## src/inc/iopc_pkg.sv

```systemverilog
package iopc_pkg;
  localparam int unsigned PIN_W = 8;
  localparam int unsigned LVL_W = 2;
  // Values after reset.
  localparam logic [7:0] LATCH_RST  = 8'h00;
  localparam logic [7:0] DIR_RST    = 8'hFF;
  localparam logic [7:0] ANSEL_RST  = 8'hFF;
  localparam logic [7:0] ZERO_RST   = 8'h00;
  localparam logic [1:0] LEVEL_RST  = 2'h0;
  localparam logic       CC_EN_RST  = 1'h0;
  // Field positions in the global drive configuration.
  localparam int unsigned CC_EN_POS  = 7;
  localparam int unsigned CC_LVL_POS = 0;
  // Current level select encodings.
  typedef enum logic [1:0] {
    IOPC_LVL_10MA = 2'b00,
    IOPC_LVL_5MA  = 2'b01,
    IOPC_LVL_2MA  = 2'b10,
    IOPC_LVL_1MA  = 2'b11
  } iopc_level_t;
  // Synchroniser depth.
  localparam int unsigned SYNC_STAGES = 2;
endpackage

```

## src/inc/iopc_pin_if.sv

```systemverilog
`timescale 1ns/10ps
interface iopc_pin_if;
  logic [7:0] raw;
  logic [7:0] synced;
  modport src (output raw, input synced);
  modport sync (input raw, output synced);
endinterface

```

## src/core/iopc_port.sv

```systemverilog
`timescale 1ns/10ps
// Behaviour
// [RL1] Each port keeps ten control registers, from readback to open drain.
// [RL2] Enabled peripheral takes pin from latch; pin level still readable.
// [RL3] Write to latch address equals write to readback address.
// [RL4] Latch read gives stored latch; readback read gives pin levels.
// [RL5] Analog select set disables that pin's digital input buffer.
// [RL6] Current control acts on source and sink drivers, each per pin.
// [RL7] Current control applies whether latch or peripheral drives pin.
// [RL8] One global register holds master enable and current level select.
// [RL9] Separate per-pin enables for source and for sink current control.
// [RL10] After reset every pin output comes from the data latch.
// [RL11] Analog inputs active only while the pin's analog select is set.
// [RL12] Analog select does not stop digital output drive.
// [RL13] Enabled analog output forces digital driver to high impedance.
// [RL14] Direction one disables driver; zero drives latch value on pin. Direction is ignored on pins whose peripheral enable is set.
// [RL15] Analog pin reads zero through digital readback.
// [RL16] Level 11 is 1 mA, 10 is 2 mA, 01 is 5 mA, 00 is 10 mA.
// [RL17] Pin readback passes through a two-stage synchroniser.
module iopc_port (
  // Clock and reset.
  input  wire logic                    sys_clk_i,
  input  wire logic                    nrst_i,
  // Software write strobes, one per register.
  input  wire logic                    wr_readback_i,
  input  wire logic                    wr_latch_i,
  input  wire logic                    wr_dir_i,
  input  wire logic                    wr_ansel_i,
  input  wire logic                    wr_pullup_i,
  input  wire logic                    wr_src_cc_i,
  input  wire logic                    wr_snk_cc_i,
  input  wire logic                    wr_thresh_i,
  input  wire logic                    wr_slew_i,
  input  wire logic                    wr_odrain_i,
  input  wire logic                    wr_ccfg_i,
  input  wire logic [7:0]              wr_data_i,
  // Register contents seen by software.
  output logic [7:0]                   pin_level_readback_o,
  output logic [7:0]                   output_latch_o,
  output logic [7:0]                   direction_control_o,
  output logic [7:0]                   analog_select_o,
  output logic [7:0]                   weak_pullup_enable_o,
  output logic [7:0]                   source_current_limit_enable_o,
  output logic [7:0]                   sink_current_limit_enable_o,
  output logic [7:0]                   input_threshold_select_o,
  output logic [7:0]                   slew_limit_enable_o,
  output logic [7:0]                   open_drain_enable_o,
  output logic [7:0]                   current_drive_config_o,
  // Peripheral and analog sources.
  input  wire logic [7:0]              periph_en_i,
  input  wire logic [7:0]              periph_out_i,
  input  wire logic [7:0]              periph_oe_i,
  input  wire logic [7:0]              analog_out_en_i,
  // Device pins.
  input  wire logic [7:0]              pad_i,
  output logic [7:0]                   pad_o,
  output logic [7:0]                   pad_oe_o,
  // Pad controls.
  output logic [7:0]                   pad_ibuf_en_o,
  output logic [7:0]                   pad_analog_in_en_o,
  output logic [7:0]                   pad_pullup_o,
  output logic [7:0]                   pad_schmitt_o,
  output logic [7:0]                   pad_slew_o,
  output logic [7:0]                   pad_src_cc_o,
  output logic [7:0]                   pad_snk_cc_o,
  output iopc_pkg::iopc_level_t        cc_level_o,
  // Digital input to peripherals.
  output logic [7:0]                   periph_in_o
);
  import iopc_pkg::*;

  logic [7:0]  latch_q;
  logic [7:0]  dir_q;
  logic [7:0]  ansel_q;
  logic [7:0]  pull_q;
  logic [7:0]  srccc_q;
  logic [7:0]  snkcc_q;
  logic [7:0]  thr_q;
  logic [7:0]  slew_q;
  logic [7:0]  od_q;
  logic        cc_en_q;
  logic [1:0]  cc_lvl_q;
  wire  logic  latch_wr;
  wire  logic [7:0] src_sel;
  wire  logic [7:0] src_oe;
  wire  logic [7:0] drv_oe;
  wire  logic [7:0] pin_gated;

  iopc_pin_if pin_bus ();

  // Both latch and readback addresses write the latch.
  assign latch_wr = wr_latch_i | wr_readback_i; // [RL3]

  // Output latch; it sources every pin whose peripheral enable is clear.
  always_ff @(posedge sys_clk_i) begin
    if (!nrst_i) begin
      latch_q <= LATCH_RST; // [RL10]
    end else if (latch_wr) begin
      latch_q <= wr_data_i; // [RL3]
    end
  end

  // Direction; ones keep the drivers off on pins whose peripheral enable is clear, as they are after reset.
  always_ff @(posedge sys_clk_i) begin
    if (!nrst_i) begin
      dir_q <= DIR_RST;
    end else if (wr_dir_i) begin
      dir_q <= wr_data_i; // [RL1]
    end
  end

  // Analog select; pins come out of reset in analog mode.
  always_ff @(posedge sys_clk_i) begin
    if (!nrst_i) begin
      ansel_q <= ANSEL_RST;
    end else if (wr_ansel_i) begin
      ansel_q <= wr_data_i;
    end
  end

  // Weak pull-up enables, one bit per pin.
  always_ff @(posedge sys_clk_i) begin
    if (!nrst_i) begin
      pull_q <= ZERO_RST;
    end else if (wr_pullup_i) begin
      pull_q <= wr_data_i;
    end
  end

  // Source current control enables, one bit per pin.
  always_ff @(posedge sys_clk_i) begin
    if (!nrst_i) begin
      srccc_q <= ZERO_RST;
    end else if (wr_src_cc_i) begin
      srccc_q <= wr_data_i; // [RL9]
    end
  end

  // Sink current control enables, one bit per pin.
  always_ff @(posedge sys_clk_i) begin
    if (!nrst_i) begin
      snkcc_q <= ZERO_RST;
    end else if (wr_snk_cc_i) begin
      snkcc_q <= wr_data_i; // [RL9]
    end
  end

  // Input threshold selects.
  always_ff @(posedge sys_clk_i) begin
    if (!nrst_i) begin
      thr_q <= ZERO_RST;
    end else if (wr_thresh_i) begin
      thr_q <= wr_data_i;
    end
  end

  // Slew limit enables.
  always_ff @(posedge sys_clk_i) begin
    if (!nrst_i) begin
      slew_q <= ZERO_RST;
    end else if (wr_slew_i) begin
      slew_q <= wr_data_i;
    end
  end

  // Open-drain enables; a set bit lets the pin sink current only.
  always_ff @(posedge sys_clk_i) begin
    if (!nrst_i) begin
      od_q <= ZERO_RST;
    end else if (wr_odrain_i) begin
      od_q <= wr_data_i;
    end
  end

  // Global current drive configuration, bit 7 enable, bits 1:0 level.
  always_ff @(posedge sys_clk_i) begin
    if (!nrst_i) begin
      cc_en_q  <= CC_EN_RST;
      cc_lvl_q <= LEVEL_RST;
    end else if (wr_ccfg_i) begin
      cc_en_q  <= wr_data_i[CC_EN_POS]; // [RL8]
      cc_lvl_q <= wr_data_i[CC_LVL_POS +: LVL_W]; // [RL8]
    end
  end

  // Output source: peripheral when enabled, else the latch.
  assign src_sel = (periph_en_i & periph_out_i) |
                   (~periph_en_i & latch_q); // [RL2]
  assign src_oe  = (periph_en_i & periph_oe_i) |
                   (~periph_en_i & ~dir_q); // [RL14]
  // Analog output wins; analog select does not gate drive.
  assign drv_oe  = src_oe & ~analog_out_en_i; // [RL13] [RL12]
  // Open drain drives low only.
  assign pad_o    = src_sel & ~od_q;
  assign pad_oe_o = drv_oe & ~(od_q & src_sel);

  // Digital input buffer off in analog mode; analog path on.
  assign pad_ibuf_en_o      = ~ansel_q; // [RL5]
  assign pad_analog_in_en_o = ansel_q; // [RL11]
  assign pin_gated          = pad_i & ~ansel_q; // [RL15]
  assign pin_bus.raw        = pin_gated;

  iopc_sync u_sync (
    .sys_clk_i (sys_clk_i),
    .nrst_i    (nrst_i),
    .pins      (pin_bus.sync)
  ); // [RL17]

  // Current control per driver, independent of the output source.
  assign pad_src_cc_o = srccc_q & {8{cc_en_q}}; // [RL6] [RL7]
  assign pad_snk_cc_o = snkcc_q & {8{cc_en_q}}; // [RL6] [RL7]
  assign cc_level_o   = iopc_level_t'(cc_lvl_q); // [RL16]

  // Remaining pad controls.
  assign pad_pullup_o  = pull_q;
  assign pad_schmitt_o = thr_q;
  assign pad_slew_o    = slew_q;
  assign periph_in_o   = pin_bus.synced; // [RL2]

  // Readback views for software.
  assign pin_level_readback_o          = pin_bus.synced; // [RL4]
  assign output_latch_o                = latch_q; // [RL4]
  assign direction_control_o           = dir_q;
  assign analog_select_o               = ansel_q;
  assign weak_pullup_enable_o          = pull_q;
  assign source_current_limit_enable_o = srccc_q;
  assign sink_current_limit_enable_o   = snkcc_q;
  assign input_threshold_select_o      = thr_q;
  assign slew_limit_enable_o           = slew_q;
  assign open_drain_enable_o           = od_q;
  assign current_drive_config_o        = {cc_en_q, 5'h00, cc_lvl_q};
endmodule

```

## src/core/iopc_sync.sv

```systemverilog
`timescale 1ns/10ps
module iopc_sync (
  // Clock and reset.
  input  wire logic sys_clk_i,
  input  wire logic nrst_i,
  // Pin levels.
  iopc_pin_if.sync  pins
);
  import iopc_pkg::*;

  logic [7:0] meta_q;
  logic [7:0] sync_q;

  // Two flops; the first is read only by the second.
  always_ff @(posedge sys_clk_i) begin
    if (!nrst_i) begin
      meta_q <= ZERO_RST;
      sync_q <= ZERO_RST;
    end else begin
      meta_q <= pins.raw;
      sync_q <= meta_q;
    end
  end

  assign pins.synced = sync_q;
endmodule

```

## config.mk

```make
export PLATFORM = sky130hd
export DESIGN_NAME = iopc_port
export DESIGN_NICKNAME = d
export VERILOG_FILES = /design/src/inc/iopc_pkg.sv /design/src/inc/iopc_pin_if.sv /design/src/core/iopc_port.sv /design/src/core/iopc_sync.sv
export SDC_FILE = /design/constraint.sdc
export NUM_CORES = 1
export LEC_CHECK = 0
export ABC_AREA = 1
export BUFFER_PORTS_ARGS = -buffer_cell sky130_fd_sc_hd__buf_4
export CAP_MARGIN = 5
export CORE_MARGIN = 10
export CORE_UTILIZATION = 30
export CTS_CLUSTER_DIAMETER = 30
export DETAILED_ROUTE_END_ITERATION = 7
export HOLD_SLACK_MARGIN = 0.15
export RECOVER_POWER = 50
export SETUP_SLACK_MARGIN = 0.3
export SLEW_MARGIN = 10
export SYNTH_ARGS = -nofsm -noshare
export SYNTH_HDL_FRONTEND = slang
export SYNTH_HIERARCHICAL = 1
export SYNTH_SLANG_ARGS = --single-unit
```

## constraint.sdc

```tcl
create_clock -name sys_clk_i -period 1.04 [get_ports sys_clk_i]
set_input_delay 0.156 -clock sys_clk_i [delete_from_list [all_inputs] [get_ports sys_clk_i]]
set_output_delay 0.156 -clock sys_clk_i [all_outputs]
set_load 0.05 [all_outputs]
```

==> key figures <==
Place
  – Post-DP HPWL: about 11000 um
  – Number of port buffers: ~230
  – Placer Congestion: 0.8038

Worst setup path
  – R2R setup slack: 0.05 ns
  – CP max FO: 2
  – Reg2reg end: output_latch_o[2]
  – Critical path arrival: approximately 1.2 ns
  – Crit path kind: reg2out
  – Crit path required time: 0.88 ns
  – CP Launch Type: flip-flop
  – Reg2reg start: output_latch_o[2]
  – Crit. End Element: primary output
  – R2R depth: 5

Worst hold path
  – Worst hold endpoint: cc_en_q
  – Worst Hold Class: in2reg
  – Hold path start: wr_ccfg_i
  – Hold Path Depth: 3

Clock network
  – H-tree depth: 3
  – Root cell of the clock tree: clkbuf_16
  – Hold_buf cts: 4
  – Clock Path Buffers: 2
  – Sinks on Clock Net: 91
  – Clock tree from TritonCTS: done
  – CTS clk-pin slew, worst paths: 0.07 ns
  – CTS Buf Count: 9
  – Clock Latency Late Sink: approximately 0.33 ns

Yosys
  – Synth warnings: 6
  – Synth Instances: a little under 600
  – Register area share after synthesis: 0.4457
  – Synth unique cells: 19
  – Post-Syn Area: around 4100 um^2
  – Post-synth top area cell: dfxtp_1
  – Share of the synthesized area in the top cell type: 0.4457
  – Yosys reg bits: 91
  – Synth area leaders: dfxtp_1, nor2_1, buf_4
  – Avg Cell Area, Syn: ~7.0 um^2

GRT
  – Largest net degree at the start of global routing: 30
  – Initial antenna violation count: 0
  – Grt ovf: 0
  – GRT Total Usage: 0.1670
  – First-pass GRT wire length: ~25000 um
  – Vias in the first global route: ~4500

Layout
  – Antenna cells: 0
  – Most frequent cells in the layout: buf_8, nor2_1, dfxtp_4
  – Fin nets: around 860
  – Most common cell after layout, fill and taps aside: buf_8
  – Filler Cell Count: roughly 1000
  – Fraction of layout instances using a drive strength above 1: 0.6033
  – Area growth from synthesis to layout: 106.0%
  – Final Util: 0.6333

Timing
  – Worst hold margin: roughly 0.085 ns
  – Max Slew Vio Count: 0
  – Max Fclk: ~0.75 GHz
  – Clock skew: ~0.0052 ns
  – RSZ-0062 raised after global routing: true
  – Post-route minimum period: 1.339 ns
  – Final worst setup slack: -0.2986 ns
  – Hold Fails Final Rpt: 0
  – Period utilization: 1.287
  – Final setup viols: between 60 and 70

Detailed routing
  – WL/cell: 16.95 um
  – Antenna viol nets, final: 0
  – Vias: around 4300
  – DR iter-0 viols: around 170
  – Drt drc: 0
  – TritonRoute pass-1 iters: 4
  – Via density: 4.393
  – Final wirelength: about 17000 um

Floorplanning
  – # IOs: roughly 230
  – Die area: about 19000 um^2
  – Core Area: about 13000 um^2
  – Initial Util: 0.3075
  – Width of the die: roughly 140 um
  – Rows: 42
  – Die Y: around 140 um

Power and ir drop
  – P_leak: 3.946 nW
  – Maximum VDD drop: around 0.80 mV
  – PD cells: roughly 1300 nW/um^2

Flow run
  – Max-cap viol count: 0

Outcome
  – Status: finished with violations
  – Failing checks: negative setup slack
[final cells by class]
type / count / area, um^2 / share of cell area
clock buffers: 11 / 232.7 / 0.02764
clock inverters: 5 / 38.79 / 0.004607
inverters: 97 / 454.2 / 0.05395
multi-input cells: 327 / 1903 / 0.2260
flip-flops and latches: 91 / 2121 / 0.2519
well taps: 176 / 220.2 / 0.02616
repair buffers: 268 / 3450 / 0.4097
[worst max-delay path by stage]
stage                      start              end  cells after the start
2_1_floorplan  output_latch_o[0]      pad_oe_o[0]                      5
3_5_place_dp   output_latch_o[4]      pad_oe_o[4]                      6
6_report       output_latch_o[2]      pad_oe_o[2]                      6
4_1_cts                  cc_en_q  pad_src_cc_o[2]                      4
5_1_grt        output_latch_o[2]      pad_oe_o[2]                      6
3_3_place_gp   output_latch_o[0]      pad_oe_o[0]                      6
[per-stage QoR]
step	std cells	setup slack, ns	total power, mW	setup TNS, ns	area, um^2
after floorplan	587	-0.02795	6.388	-0.3963	5095
after global placement	928	0.03425	7.113	0	6274
after detailed placement	928	0.02393	7.140	0	6274
after CTS	960	-0.2967	10.96	-10.56	8014
after global routing	975	-0.3461	11.56	-13.51	8419
final	975	-0.2986	11.11	-10.62	8419
[layer usage]
metal  vias up  wire, um  GRT usage
met1      1961      6126     0.1831
li1       2133         -          -
met2       168      8360     0.2834
met4         0       298    0.05266
met5         -         0          0
met3        21      1737    0.07368
[synthesized netlist by cell type]
cell,instances
nor2_1,126
inv_1,96
dfxtp_1,91
nand2_1,83
o21ai_0,56
buf_4,48
buf_2,17
a21oi_1,16
o21ai_1,12
nand3_1,8
nor3_1,8
nand3b_1,7
nand2_2,5
buf_6,4
clkbuf_1,2
buf_12,1
conb_1,1
inv_2,1
nor2_4,1
[flip-flops by register name, summed over array words and instances (netlist names)]
signal                         flops
analog_select_o                    8
input_threshold_select_o           8
pad_slew_o                         8
pad_pullup_o                       8
cc_en_q                            1
u_sync/pins.synced                 8
sink_current_limit_enable_o        8
u_sync/meta_q                      8
cc_level_o                         2
direction_control_o                8
output_latch_o                     8
open_drain_enable_o                8
source_current_limit_enable_o      8
[critical path, cell delays in order (launching register included)]
cell and delay [ns]:
dfxtp_4 0.35, inv_2 0.05, nand2_2 0.05, nand2_4 0.09
nor2_4 0.05, nor2_4 0.11, buf_8 0.15
[logic make-up (layout without fill, tap and decap cells)]
kind of cell    after synthesis  in the layout  synth area share
buf+inv                     169            381            0.2158
simple gates                238            238            0.2348
compound gates               84             84            0.1028
flops                        91             91            0.4457
other cells                   1              5         0.0009174
[timing repair]
| item | 4_1_cts | 5_1_grt |
|---|---|---|
| cloned | 1 | 0 |
| setup endpoints to repair | 169 | 187 |
| pin swaps | 33 | 32 |
| gates resized for setup | 349 | 72 |
| buffers inserted | 11 | 19 |
| endpoints found under the hold margin | 60 | 11 |
[report_power, final]
group | internal (mW) | switching [mW] | leakage (nW)
clock network | 1.63 | 1.37 | 0.118
registers | 3.65 | 0.326 | 0.795
logic | 1.70 | 2.42 | 3.03
Note: power is estimated with default switching activity, not from simulation.
